**config.mk**
```make
export PLATFORM = sky130hd
export DESIGN_NAME = reset_nmi_control
export DESIGN_NICKNAME = d
export VERILOG_FILES = /design/src/verilog/reset_nmi_pkg.sv /design/src/verilog/reset_nmi_control.sv
export SDC_FILE = /design/constraint.sdc
export NUM_CORES = 1
export LEC_CHECK = 0
export BUFFER_PORTS_ARGS = -buffer_cell sky130_fd_sc_hd__buf_4
export CAP_MARGIN = 20
export CORE_MARGIN = 4
export CORE_UTILIZATION = 51
export CTS_CLUSTER_SIZE = 20
export DETAILED_ROUTE_END_ITERATION = 12
export PLACE_DENSITY = 0.88
export SYNTH_ARGS = -nofsm -noshare
export SYNTH_HDL_FRONTEND = slang
export SYNTH_SLANG_ARGS = --single-unit
export TNS_END_PERCENT = 10
```
**constraint.sdc**
```tcl
create_clock -name pclk -period 2 [get_ports pclk]
set_input_delay 0.1 -clock pclk [delete_from_list [all_inputs] [get_ports pclk]]
set_output_delay 0.1 -clock pclk [all_outputs]
set_load 0.03 [all_outputs]
```
**src/verilog/reset_nmi_pkg.sv**
```systemverilog
package reset_nmi_pkg;

	// register byte offsets
	localparam logic [7:0] ctrl_off    = 8'h00;
	localparam logic [7:0] cause_off   = 8'h04;
	localparam logic [7:0] status_off  = 8'h08;
	localparam logic [7:0] mask_off    = 8'h0C;
	localparam logic [7:0] cmd_off     = 8'h10;

	// control register fields
	localparam int ctrl_bidir_bit = 0;

	// command register fields (write one to trigger)
	localparam int cmd_end_of_init_instruction_bit  = 0;
	localparam int cmd_power_down_instruction_bit  = 1;
	localparam int cmd_swrst_bit  = 2;
	localparam int cmd_wdtrst_bit = 3;

	// cause register fields
	localparam int cause_hw_long_bit  = 0;
	localparam int cause_hw_short_bit = 1;
	localparam int cause_sw_bit       = 2;
	localparam int cause_wdt_bit      = 3;
	localparam int cause_boot_bit     = 4;
	localparam int cause_end_of_init_instruction_bit    = 5;

	// interrupt status fields
	localparam int irq_nmi_bit     = 0;
	localparam int irq_power_down_instruction_bit   = 1;
	localparam int irq_pwrrej_bit  = 2;
	localparam int irq_width       = 3;

	// reset values
	localparam logic [31:0] ctrl_reset   = 32'h0000_0000;
	localparam logic [2:0]  mask_reset   = 3'h0;

	// timing
	localparam int clk_mhz           = 125;
	localparam int filter_ns         = 10;
	localparam int filter_cycles     = (filter_ns * clk_mhz + 999) / 1000;
	localparam int long_rst_ns       = 100;
	localparam int long_rst_cycles   = (long_rst_ns * clk_mhz + 999) / 1000;
	localparam int seq_cycles        = 1024;

	typedef enum logic [1:0] {
		st_reset = 2'b00,
		st_init  = 2'b01,
		st_run   = 2'b11,
		st_pdown = 2'b10
	} seq_state_t;

	typedef struct packed {
		logic end_of_init_instruction;
		logic power_down_instruction;
		logic swrst;
		logic wdtrst;
	} cpu_cmd_t;

endpackage
```
**src/verilog/reset_nmi_control.sv**
```systemverilog
`timescale 1ns/1ps
module reset_nmi_control #(
	parameter int seq_len = reset_nmi_pkg::seq_cycles
) (
	input  wire logic        pclk,
	input  wire logic        presetn,
	input  wire logic        psel,
	input  wire logic        penable,
	input  wire logic        pwrite,
	input  wire logic [7:0]  paddr,
	input  wire logic [31:0] pwdata,
	output logic             pready,
	output logic [31:0]      prdata,
	output logic             pslverr,
	input  wire logic        reset_input_pin_i,
	output logic             reset_input_pin_o,
	output logic             reset_input_pin_oe,
	output logic             reset_indication_output,
	input  wire logic        nmi_pin,
	input  wire logic        bootstrap_select_pin,
	output logic             core_reset,
	output logic             nmi_trap,
	output logic             power_down,
	output logic             bootstrap_start,
	output logic             irq
);

	////////////////////////////////////////////////////////////////////////
	// synchronisers

	logic rst_meta;
	logic rst_sync;
	logic nmi_meta;
	logic nmi_sync;
	logic nmi_prev;
	logic boot_meta;
	logic boot_sync;

	always_ff @(posedge pclk or negedge presetn) begin
		if (!presetn) begin
			rst_meta  <= 1'b1;
			rst_sync  <= 1'b1;
			nmi_meta  <= 1'b1;
			nmi_sync  <= 1'b1;
			nmi_prev  <= 1'b1;
			boot_meta <= 1'b1;
			boot_sync <= 1'b1;
		end else begin
			rst_meta  <= reset_input_pin_i;
			rst_sync  <= rst_meta;
			nmi_meta  <= nmi_pin;
			nmi_sync  <= nmi_meta;
			nmi_prev  <= nmi_sync;
			boot_meta <= bootstrap_select_pin;
			boot_sync <= boot_meta;
		end
	end

	////////////////////////////////////////////////////////////////////////
	// spike filter: low must persist to count; sub-filter lows vanish

	localparam int flt_w = $clog2(reset_nmi_pkg::long_rst_cycles + 2);
	localparam logic [flt_w-1:0] flt_min =
		flt_w'(reset_nmi_pkg::filter_cycles);
	localparam logic [flt_w-1:0] flt_long =
		flt_w'(reset_nmi_pkg::long_rst_cycles);

	logic [flt_w-1:0] low_cnt;
	logic             pin_low;
	logic             pin_long;

	always_ff @(posedge pclk or negedge presetn) begin
		if (!presetn) begin
			low_cnt  <= '0;
			pin_low  <= 1'b0;
			pin_long <= 1'b0;
		end else if (rst_sync) begin
			low_cnt  <= '0;
			pin_low  <= 1'b0;
			pin_long <= 1'b0;
		end else begin
			if (low_cnt != flt_long)
				low_cnt <= low_cnt + 1'b1;
			if (low_cnt >= flt_min)
				pin_low <= 1'b1;
			if (low_cnt >= flt_long - 1'b1)
				pin_long <= 1'b1;
		end
	end

	////////////////////////////////////////////////////////////////////////
	// reset sequencer

	localparam int seq_w = $clog2(seq_len + 1);

	reset_nmi_pkg::seq_state_t state;
	reset_nmi_pkg::cpu_cmd_t   cmd;
	logic [seq_w-1:0]          seq_cnt;
	logic                      bidir_reset_enable;
	logic                      own_drive;
	logic                      hw_trig;
	logic                      sw_trig;
	logic                      wdt_trig;
	logic                      any_trig;

	assign hw_trig  = pin_low && !own_drive;
	assign sw_trig  = cmd.swrst;
	assign wdt_trig = cmd.wdtrst;
	assign any_trig = hw_trig || sw_trig || wdt_trig;

	always_ff @(posedge pclk or negedge presetn) begin
		if (!presetn) begin
			state   <= reset_nmi_pkg::st_reset;
			seq_cnt <= '0;
		end else begin
			case (state)
				reset_nmi_pkg::st_reset: begin
					// pin still held low keeps the sequence from ending while own_drive is clear
					if (hw_trig)
						seq_cnt <= '0;
					else if (seq_cnt == seq_w'(seq_len - 1))
						state <= reset_nmi_pkg::st_init;
					else
						seq_cnt <= seq_cnt + 1'b1;
				end
				reset_nmi_pkg::st_init: begin
					if (any_trig) begin
						state   <= reset_nmi_pkg::st_reset;
						seq_cnt <= '0;
					end else if (cmd.end_of_init_instruction)
						state <= reset_nmi_pkg::st_run;
				end
				reset_nmi_pkg::st_run: begin
					if (any_trig) begin
						state   <= reset_nmi_pkg::st_reset;
						seq_cnt <= '0;
					end else if (cmd.power_down_instruction && !nmi_sync)
						state <= reset_nmi_pkg::st_pdown;
				end
				reset_nmi_pkg::st_pdown: begin
					// only a hardware reset leaves power-down
					if (hw_trig) begin
						state   <= reset_nmi_pkg::st_reset;
						seq_cnt <= '0;
					end
				end
				default: begin
					state   <= reset_nmi_pkg::st_reset;
					seq_cnt <= '0;
				end
			endcase
		end
	end

	// mask our own pull from hw_trig until the synchroniser and the
	// filter have seen the released pin high again (three cycles)
	logic [2:0] drive_tail;
	assign own_drive = reset_input_pin_oe || (|drive_tail);
	always_ff @(posedge pclk or negedge presetn) begin
		if (!presetn) begin
			drive_tail         <= 3'h0;
			reset_input_pin_oe <= 1'b0;
			reset_input_pin_o  <= 1'b0;
		end else begin
			drive_tail <= {drive_tail[1:0], reset_input_pin_oe};
			reset_input_pin_oe <= bidir_reset_enable &&
				(state == reset_nmi_pkg::st_reset);
			reset_input_pin_o  <= 1'b0;
		end
	end

	always_ff @(posedge pclk or negedge presetn) begin
		if (!presetn) begin
			core_reset              <= 1'b1;
			reset_indication_output <= 1'b0;
			power_down              <= 1'b0;
		end else begin
			core_reset <= (state == reset_nmi_pkg::st_reset) ||
				any_trig;
			reset_indication_output <=
				(state == reset_nmi_pkg::st_run ||
				 state == reset_nmi_pkg::st_pdown) &&
				!any_trig;
			power_down <= (state == reset_nmi_pkg::st_pdown);
		end
	end

	////////////////////////////////////////////////////////////////////////
	// cause flags and boot sampling

	logic [5:0] cause;
	logic       seq_end;

	assign seq_end = (state == reset_nmi_pkg::st_reset) && !hw_trig &&
		(seq_cnt == seq_w'(seq_len - 1));

	always_ff @(posedge pclk or negedge presetn) begin
		if (!presetn) begin
			cause           <= 6'h01;
			bootstrap_start <= 1'b0;
		end else begin
			if (any_trig && state != reset_nmi_pkg::st_reset) begin
				cause <= '0;
				if (bidir_reset_enable || (hw_trig && pin_long))
					cause[reset_nmi_pkg::cause_hw_long_bit] <= 1'b1;
				else if (hw_trig)
					cause[reset_nmi_pkg::cause_hw_short_bit] <= 1'b1;
				else if (sw_trig)
					cause[reset_nmi_pkg::cause_sw_bit] <= 1'b1;
				else
					cause[reset_nmi_pkg::cause_wdt_bit] <= 1'b1;
			end
			if (state == reset_nmi_pkg::st_reset && pin_long &&
			    cause[reset_nmi_pkg::cause_hw_short_bit]) begin
				cause[reset_nmi_pkg::cause_hw_short_bit] <= 1'b0;
				cause[reset_nmi_pkg::cause_hw_long_bit]  <= 1'b1;
			end
			if (seq_end) begin
				// config only resampled on hardware-like resets
				if (cause[reset_nmi_pkg::cause_hw_long_bit] ||
				    cause[reset_nmi_pkg::cause_hw_short_bit]) begin
					cause[reset_nmi_pkg::cause_boot_bit] <= !boot_sync;
					bootstrap_start <= !boot_sync;
				end
			end
			if (state == reset_nmi_pkg::st_init && cmd.end_of_init_instruction && !any_trig) begin
				cause[reset_nmi_pkg::cause_end_of_init_instruction_bit] <= 1'b1;
				bootstrap_start <= 1'b0;
			end
		end
	end

	////////////////////////////////////////////////////////////////////////
	// nmi edge detect

	logic nmi_fall;

	assign nmi_fall = nmi_prev && !nmi_sync;

	always_ff @(posedge pclk or negedge presetn) begin
		if (!presetn)
			nmi_trap <= 1'b0;
		else
			nmi_trap <= nmi_fall && (state == reset_nmi_pkg::st_run ||
				state == reset_nmi_pkg::st_init);
	end

	////////////////////////////////////////////////////////////////////////
	// apb slave

	logic                          wr_en;
	logic                          rd_en;
	logic [reset_nmi_pkg::irq_width-1:0] status;
	logic [reset_nmi_pkg::irq_width-1:0] mask;
	logic [reset_nmi_pkg::irq_width-1:0] events;
	logic                          addr_ok;

	assign wr_en = psel && penable && pwrite && pready;
	assign rd_en = psel && penable && !pwrite && pready;
	assign addr_ok = (paddr == reset_nmi_pkg::ctrl_off) ||
		(paddr == reset_nmi_pkg::cause_off) ||
		(paddr == reset_nmi_pkg::status_off) ||
		(paddr == reset_nmi_pkg::mask_off) ||
		(paddr == reset_nmi_pkg::cmd_off);

	always_ff @(posedge pclk or negedge presetn) begin
		if (!presetn)
			pready <= 1'b0;
		else
			pready <= psel && !penable;
	end

	// command pulses last one cycle
	always_ff @(posedge pclk or negedge presetn) begin
		if (!presetn)
			cmd <= '0;
		else if (wr_en && paddr == reset_nmi_pkg::cmd_off) begin
			cmd.end_of_init_instruction  <= pwdata[reset_nmi_pkg::cmd_end_of_init_instruction_bit];
			cmd.power_down_instruction  <= pwdata[reset_nmi_pkg::cmd_power_down_instruction_bit];
			cmd.swrst  <= pwdata[reset_nmi_pkg::cmd_swrst_bit];
			cmd.wdtrst <= pwdata[reset_nmi_pkg::cmd_wdtrst_bit];
		end else
			cmd <= '0;
	end

	always_ff @(posedge pclk or negedge presetn) begin
		if (!presetn)
			bidir_reset_enable <=
				reset_nmi_pkg::ctrl_reset[reset_nmi_pkg::ctrl_bidir_bit];
		else if (seq_end)
			bidir_reset_enable <= 1'b0;
		else if (wr_en && paddr == reset_nmi_pkg::ctrl_off &&
			state == reset_nmi_pkg::st_init)
			bidir_reset_enable <=
				pwdata[reset_nmi_pkg::ctrl_bidir_bit];
	end

	always_ff @(posedge pclk or negedge presetn) begin
		if (!presetn)
			mask <= reset_nmi_pkg::mask_reset;
		else if (wr_en && paddr == reset_nmi_pkg::mask_off)
			mask <= pwdata[reset_nmi_pkg::irq_width-1:0];
	end

	assign events[reset_nmi_pkg::irq_nmi_bit] = nmi_fall;
	assign events[reset_nmi_pkg::irq_power_down_instruction_bit] =
		state == reset_nmi_pkg::st_run && cmd.power_down_instruction && !nmi_sync && !any_trig;
	assign events[reset_nmi_pkg::irq_pwrrej_bit] =
		state == reset_nmi_pkg::st_run && cmd.power_down_instruction && nmi_sync;

	// set beats the clear-on-read
	always_ff @(posedge pclk or negedge presetn) begin
		if (!presetn)
			status <= '0;
		else if (rd_en && paddr == reset_nmi_pkg::status_off)
			status <= (status & ~prdata[reset_nmi_pkg::irq_width-1:0]) | events;
		else
			status <= status | events;
	end

	always_ff @(posedge pclk or negedge presetn) begin
		if (!presetn)
			irq <= 1'b0;
		else
			irq <= |(status & mask);
	end

	always_ff @(posedge pclk or negedge presetn) begin
		if (!presetn) begin
			prdata  <= 32'h0000_0000;
			pslverr <= 1'b0;
		end else begin
			prdata  <= 32'h0000_0000;
			pslverr <= psel && !penable && !addr_ok;
			if (psel && !penable && !pwrite) begin
				case (paddr)
					reset_nmi_pkg::ctrl_off:
						prdata <= {31'h0000_0000, bidir_reset_enable};
					reset_nmi_pkg::cause_off:
						prdata <= {26'h000_0000, cause};
					reset_nmi_pkg::status_off:
						prdata <= {29'h0000_0000, status};
					reset_nmi_pkg::mask_off:
						prdata <= {29'h0000_0000, mask};
					default:
						prdata <= 32'h0000_0000;
				endcase
			end
		end
	end

endmodule // reset_nmi_control

```
Yosys cells after proc, flatten, opt, wreduce, memory -nomap -nowiden
Index checks and enable logic that the tools add are counted.
- flip-flop bits (word level): 87
- bits in latches: 0
- RAM bits: 0
- memory bits (read-only): 0
- output and inout port bits: 42
- memories kept: 0
- add/subtract/negate cells: 2
- $mul: 0
- div/mod/pow operators: 0
- $lt $le $gt $ge: 2
- equal/unequal tests: 16
- shift operators: 0
- multiplexer cells: 39
- bitwise gates (word level): 5
- reduce and logical (&&, ||, !) cells: 68
- operators by type and width (cell ; number):
    11-bit two-way mux ; 4
    11-bit one-hot mux with 3 select lines ; 1
    1-bit logical AND ; 31
    6-bit one-hot mux with 4 select lines ; 1
    2-bit two-way mux ; 9
    2-bit nonzero test ; 9
    8-bit by 4-bit equality test with 1-bit output (second input constant) ; 2
    1-bit two-way mux ; 16
    1-bit logical OR ; 12
    4-bit two-way mux ; 3
    6-bit two-way mux ; 2
    11-bit by 1-bit adder with 11-bit output (second input constant) ; 1
    11-bit by 10-bit equality test with 1-bit output (second input constant) ; 1
    3-bit != test (second input constant) ; 3
    8-bit by 3-bit equality test with 1-bit output (second input constant) ; 1
    8-bit by 5-bit equality test with 1-bit output (second input constant) ; 1
    1-bit zero test ; 8
    8-bit zero test ; 1
    2-bit one-hot mux with 4 select lines ; 1
    3-bit AND ; 2
    3-bit two-way mux ; 2
    2-bit != test (second input constant) ; 3
    3-bit OR ; 2
    3-bit OR reduction ; 2
    13 further kinds ; 14

Longest topological paths before layout
- depth after elaboration: 10
- depth in mapped cells: 6
- mapped depth without buffers: 5

Least setup slack after synthesis
OpenSTA, ideal clock, no wires.
- path type: flip-flop to flip-flop
- from: reg drive_tail[1]
- to: reg cause[1]
- library setup time: 0.080 ns
- data arrival time: 1.700 ns
- data required time: 1.920 ns
- setup slack: 0.221 ns
- cell stages (with the launch flop): 7
- clock period less this slack: 1.779 ns
- path through: dfrtp_1 or4b_1 buf_2 or2_0 buf_2 o31a_1 o22ai_2
- word-level cells in the longest chain between the ends: 9
- elaborated cells on any way between the ends: 14
- RTL lines (what ; RTL line ; source):
    start, declared ; reset_nmi_control.sv:157 ; logic [2:0] drive_tail;
    start signal, assigned ; reset_nmi_control.sv:165 ; drive_tail <= {drive_tail[1:0], reset_input_pin_oe};
    3-bit OR reduction (*) ; reset_nmi_control.sv:158 ; assign own_drive = reset_input_pin_oe || (|drive_tail);
    1-bit logical OR (*) ; reset_nmi_control.sv:158 ;
    1-bit zero test (*) ; reset_nmi_control.sv:106 ; assign hw_trig = pin_low && !own_drive;
    1-bit logical AND (*) ; reset_nmi_control.sv:106 ;
    1-bit logical AND ; reset_nmi_control.sv:204 ; if (bidir_reset_enable || (hw_trig && pin_long))
    1-bit logical OR ; reset_nmi_control.sv:204 ;
    3-bit two-way mux ; reset_nmi_control.sv:204 ;
    6-bit two-way mux ; reset_nmi_control.sv:202 ; if (any_trig && state != reset_nmi_pkg::st_reset) begin
    2-bit two-way mux ; reset_nmi_control.sv:213 ; if (state == reset_nmi_pkg::st_reset && pin_long &&
    end signal, assigned by index ; reset_nmi_control.sv:222 ; cause[reset_nmi_pkg::cause_boot_bit] <= !boot_sync;
    end, declared ; reset_nmi_control.sv:191 ; logic [5:0] cause;
Every way passes the cells marked *; elsewhere a longest branch is shown, timed or not. The select of a mux whose other input is x is not followed.
A chain may end at the register's enable or synchronous reset.

Final worst setup path
- from: reg seq_cnt[0]
- to: reg seq_cnt[1]
- word-level cells in the longest chain between the ends: 4
- elaborated cells on any way between the ends: 7
- RTL lines (what ; RTL line ; source):
    start, declared ; reset_nmi_control.sv:98 ; logic [seq_w-1:0] seq_cnt;
    start signal, assigned ; reset_nmi_control.sv:124 ; seq_cnt <= seq_cnt + 1'b1;
    11-bit by 1-bit adder with 11-bit output ; reset_nmi_control.sv:124 ;
    11-bit two-way mux ; reset_nmi_control.sv:121 ; else if (seq_cnt == seq_w'(seq_len - 1))
    11-bit two-way mux ; reset_nmi_control.sv:119 ; if (hw_trig)
    11-bit one-hot mux with 3 select lines ; reset_nmi_control.sv:116 ; case (state)
Several ways; a longest one is shown, not always the timed one. The select of a mux whose other input is x is not followed.

==> run_summary.xml <==
<?xml version="1.0" encoding="UTF-8"?>
<metrics>
  <group name="critical_path">
    <metric name="path_cells" unit="">ha_1 -&gt; nand4_1 -&gt; o31ai_2 -&gt; or4b_2 -&gt; a21oi_1</metric>
    <metric name="critical_path_peak_fanout" unit="">6</metric>
    <metric name="cp_capture_type" unit="">flip-flop</metric>
    <metric name="startpoint_type" unit="">flip-flop</metric>
    <metric name="critical_path.n_buffers_inverters" unit="">0</metric>
    <metric name="cp_slowest_cell" unit="">sky130_fd_sc_hd__or4b_2</metric>
    <metric name="delay_heaviest_family_cp" unit="">simple AND/OR/NAND/NOR gates</metric>
    <metric name="worst_ep_arrival_time" unit="ps">2120</metric>
    <metric name="worst-r2r-setup-slack" unit="ps">150</metric>
    <metric name="cp_data_required_time" unit="ps">2270</metric>
    <metric name="worstSetupPathType" unit="">reg -&gt; reg</metric>
    <metric name="critPathMaxStageDelay" unit="ps">640</metric>
  </group>
  <group name="yosys">
    <metric name="postSynth.asyncResetShare" unit="">1.000</metric>
    <metric name="synth_area" unit="µm²">2950</metric>
    <metric name="seq_area_frac_synth" unit="">0.5212</metric>
    <metric name="synth_cell_types" unit="">55</metric>
    <metric name="synthesis.yosys.warnings" unit="">0</metric>
    <metric name="ys_dominant_reg_cell" unit="">sky130_fd_sc_hd__dfrtp_1</metric>
    <metric name="avgSynthCellArea" unit="µm²">10.61</metric>
    <metric name="synthCells" unit="">278</metric>
    <metric name="synth_edf_count" unit="">0</metric>
    <metric name="synth_seq_cells" unit="">61</metric>
  </group>
  <group name="floorplanning">
    <metric name="floorplan.die.height" unit="µm">84.06</metric>
    <metric name="num_rows" unit="">27</metric>
    <metric name="fp.dieArea" unit="µm²">7066</metric>
    <metric name="chipWidth" unit="µm">84.06</metric>
    <metric name="initial_utilization" unit="">0.5293</metric>
    <metric name="design.portCount" unit="">90</metric>
    <metric name="fp.coreArea" unit="µm²">5574</metric>
  </group>
  <group name="sta">
    <metric name="final_min_period_over_clock_period" unit="">0.9273</metric>
    <metric name="timing.final.hold_violations" unit="">0</metric>
    <metric name="final-setup-viol-count" unit="">0</metric>
    <metric name="rsz0062_at_grt" unit="">no</metric>
    <metric name="final_period_demand_of_the_worst_path" unit="ps">1855</metric>
    <metric name="final.setup.tns" unit="ps">0</metric>
    <metric name="final.setup_skew" unit="ps">10.08</metric>
    <metric name="drv_slew" unit="">0</metric>
    <metric name="tightest_slew" unit="ps">721.9</metric>
    <metric name="max_freq" unit="GHz">0.5392</metric>
    <metric name="slew-limit-headroom" unit="">0.5187</metric>
  </group>
  <group name="global_route">
    <metric name="grt_overflow_total" unit="">0</metric>
    <metric name="vias_in_the_first_global_route" unit="">2281</metric>
    <metric name="global_route_wire_length_before_repair" unit="mm">10.84</metric>
    <metric name="globalRouteTotalUtil" unit="">0.1964</metric>
    <metric name="grt_start_max_net_pins" unit="">62</metric>
    <metric name="number_of_antenna_violations_at_the_first_check_in_global_routing" unit="">0</metric>
  </group>
  <group name="drt">
    <metric name="finalWirelength" unit="mm">6.364</metric>
    <metric name="drt_pre_antenna_iters" unit="">4</metric>
    <metric name="detail_route.wl_per_cell" unit="µm">15.60</metric>
    <metric name="routed_via_density" unit="">5.574</metric>
    <metric name="drc" unit="">0</metric>
    <metric name="vias" unit="">2274</metric>
    <metric name="drt_first_iter_violations" unit="">128</metric>
    <metric name="detail-route-antenna-nets" unit="">0</metric>
  </group>
  <group name="run_status">
    <metric name="outcome" unit="">finished, final reports clean</metric>
  </group>
  <group name="placement">
    <metric name="routabilityCongestion" unit="">0.8629</metric>
    <metric name="dp.final_hpwl" unit="mm">4.347</metric>
    <metric name="buffers_added_on_ports" unit="">34</metric>
  </group>
  <group name="cells_and_area">
    <metric name="drive_above_1_share" unit="">0.2292</metric>
    <metric name="fill_cell_count" unit="">451</metric>
    <metric name="antenna_cell_count" unit="">0</metric>
    <metric name="final_stage_net_count" unit="">383</metric>
    <metric name="syn2layout_area_growth" unit="%">17.98</metric>
  </group>
  <group name="clocking">
    <metric name="cts.root.buffer_cell" unit="">sky130_fd_sc_hd__clkbuf_8</metric>
    <metric name="cts.path.max_buffers" unit="">2</metric>
    <metric name="cts.sinks" unit="">61</metric>
    <metric name="cts.reportedPaths.clkPinSlew" unit="ps">60</metric>
    <metric name="clk-insertion-delay-late" unit="ps">340</metric>
    <metric name="htree_levels" unit="">3</metric>
    <metric name="clock_tree_from_tritoncts" unit="">built</metric>
    <metric name="cts_buffers" unit="">9</metric>
  </group>
  <group name="pwr">
    <metric name="leakagePower" unit="nW">1.639</metric>
    <metric name="powerDensity" unit="nW/µm²">685.6</metric>
    <metric name="post-layout-total-power" unit="mW">2.386</metric>
    <metric name="vdd.ir_drop.worst" unit="µV">584.4</metric>
  </group>
  <group name="flow_run">
    <metric name="cap_viol_max_count" unit="">0</metric>
  </group>
  <group name="worst_hold_path">
    <metric name="worst_hold_path_type" unit="">in -&gt; reg</metric>
  </group>
</metrics>
-- final timing paths --
kind,endpoint,cells after the start,startpoint
setup / recovery,seq_cnt[1]$_DFFE_PN0P_,5,seq_cnt[0]$_DFFE_PN0P_
max in group asynchronous,low_cnt[0]$_DFFE_PN0P_,2,presetn
setup reg to reg,seq_cnt[1]$_DFFE_PN0P_,5,seq_cnt[0]$_DFFE_PN0P_
hold reg to reg,nmi_sync$_DFF_PN1_,0,nmi_meta$_DFF_PN1_
min in group asynchronous,mask[1]$_DFFE_PN0P_,2,presetn
hold / removal,pslverr$_DFF_PN0_,3,paddr[4]
-- worst register-to-register path, stage by stage (launching register included) --
cell                      delay, ps
sky130_fd_sc_hd__dfrtp_1        430
sky130_fd_sc_hd__ha_1           270
sky130_fd_sc_hd__nand4_1        180
sky130_fd_sc_hd__o31ai_2        100
sky130_fd_sc_hd__or4b_2         640
sky130_fd_sc_hd__a21oi_1        160
-- registers in the layout (all words and copies together), names as in the netlist, 2 cells and up --
| signal | count |
|---|---|
| seq_cnt | 11 |
| low_cnt | 4 |
| mask | 3 |
| cause | 6 |
| state | 2 |
| status | 3 |
| prdata | 6 |
| cmd | 2 |
| drive_tail | 3 |
-- cell usage after synthesis, types with 2 or more instances --
library cell                 n  area [µm²]
sky130_fd_sc_hd__mux2i_1     4       40.04
sky130_fd_sc_hd__or2_2       2       12.51
sky130_fd_sc_hd__or3_1       2       12.51
sky130_fd_sc_hd__mux2_2      4       45.04
sky130_fd_sc_hd__a211oi_1    2       15.01
sky130_fd_sc_hd__inv_1      12       45.04
sky130_fd_sc_hd__ha_1        4       50.05
sky130_fd_sc_hd__a31oi_1     2       12.51
sky130_fd_sc_hd__and4b_1     3       30.03
sky130_fd_sc_hd__a21o_1      3       22.52
sky130_fd_sc_hd__dfstp_2     9       236.5
sky130_fd_sc_hd__o21ai_1     3       15.01
sky130_fd_sc_hd__nand3_1    12       60.06
sky130_fd_sc_hd__nor2_1     13       48.80
sky130_fd_sc_hd__o2111ai_1   4       35.03
sky130_fd_sc_hd__and4_1      2       17.52
sky130_fd_sc_hd__a21oi_1    12       60.06
sky130_fd_sc_hd__and3_1      4       25.02
sky130_fd_sc_hd__buf_2       3       15.01
sky130_fd_sc_hd__and2_1      8       50.05
sky130_fd_sc_hd__nor3b_1     2       15.01
sky130_fd_sc_hd__nand2b_1    5       31.28
sky130_fd_sc_hd__dfrtp_1    52        1301
sky130_fd_sc_hd__nor2b_1     4       25.02
sky130_fd_sc_hd__nor4b_1     2       17.52
sky130_fd_sc_hd__clkbuf_1    6       22.52
sky130_fd_sc_hd__nand2_1    17       63.81
sky130_fd_sc_hd__a22oi_1     2       15.01
sky130_fd_sc_hd__o211ai_1    4       30.03
sky130_fd_sc_hd__o21a_1      2       15.01
sky130_fd_sc_hd__nor3_1      9       45.04
sky130_fd_sc_hd__o21ai_0     9       45.04
sky130_fd_sc_hd__nand4_1     4       25.02
sky130_fd_sc_hd__a2111o_1    5       56.30
sky130_fd_sc_hd__buf_4      27       202.7
-- routing by layer --
metal / GRT usage / vias up / part of all wire
met5: 0 / - / 0
met4: 0.07895 / 0 / 0.024
met3: 0.07799 / 17 / 0.073
met2: 0.3099 / 80 / 0.50
met1: 0.2399 / 1122 / 0.41
li1: - / 1055 / -
-- cell usage in the layout (no fill, tap or decap), drive strengths merged, types with 2 or more instances in the layout --
master       count
ha               4
nor4b            2
nand2b           5
clkbuf          14
dlygate4sd3      8
clkinv           2
and4b            3
o22ai            2
conb            27
nor3b            2
dfstp            9
and3             4
dfrtp           52
nand2           17
or3              2
o211ai           4
and4             2
nor2b            4
a21oi           12
a31oi            2
a211oi           2
o21ai           12
nor3             9
and2             8
or2              3
or4b             2
nor2            13
a2111o           5
o2111ai          4
inv             12
a22oi            2
o21a             2
mux2i            4
nand4            4
nand3           12
buf             44
a21o             3
mux2             4
-- logic make-up after synthesis --
logic type	count (synthesis)	synth area share
adders and majority gates	4	0.01696
buffers and inverters	48	0.09669
DFF	61	0.5212
AOI/OAI and AO/OA	58	0.1416
and+or+nand+nor	96	0.1828
muxes	9	0.03647
xor gates and xnor gates	1	0.002969
other	1	0.001271
-- report_power, final --
part           switching, mW  internal [mW]  total, mW
registers             0.0174           1.26       1.28
logic                  0.128         0.0546      0.183
clock network          0.448          0.481      0.929
-- metrics by stage --
step	cells	hold slack (ps)	worst slack [ps]	utilization	area [µm²]
detailed placement	384	210.1	111.5	0.5791	3228
global placement	384	209.0	157.8	0.5791	3228
CTS	408	40.52	87.10	0.6227	3471
floorplan	304	-195.6	220.6	-	3048
finish	408	50.83	145.4	0.6245	3481
global route	408	72.77	19.71	0.6245	3481
-- final cells by class --
class / instances / area [µm²] / area share
sequential: 61 / 1538 / 0.4418
clock inverter: 2 / 10.01 / 0.002876
inverter: 12 / 45.04 / 0.01294
multi-input combinational: 195 / 1235 / 0.3548
timing repair buffer: 52 / 410.4 / 0.1179
tap: 72 / 90.09 / 0.02588
clock buffer: 14 / 152.6 / 0.04385
-- timing repair --
| action | 4_1_cts | 5_1_grt |
|---|---|---|
| setup buffers | 0 | 0 |
| endpoints found under the hold margin | 62 | 0 |
| gates resized for setup | 0 | 3 |
| setup endpoints to repair | 0 | 3 |
| hold buffers | 8 | 0 |
No activity file was read; power rests on OpenSTA's default activity.
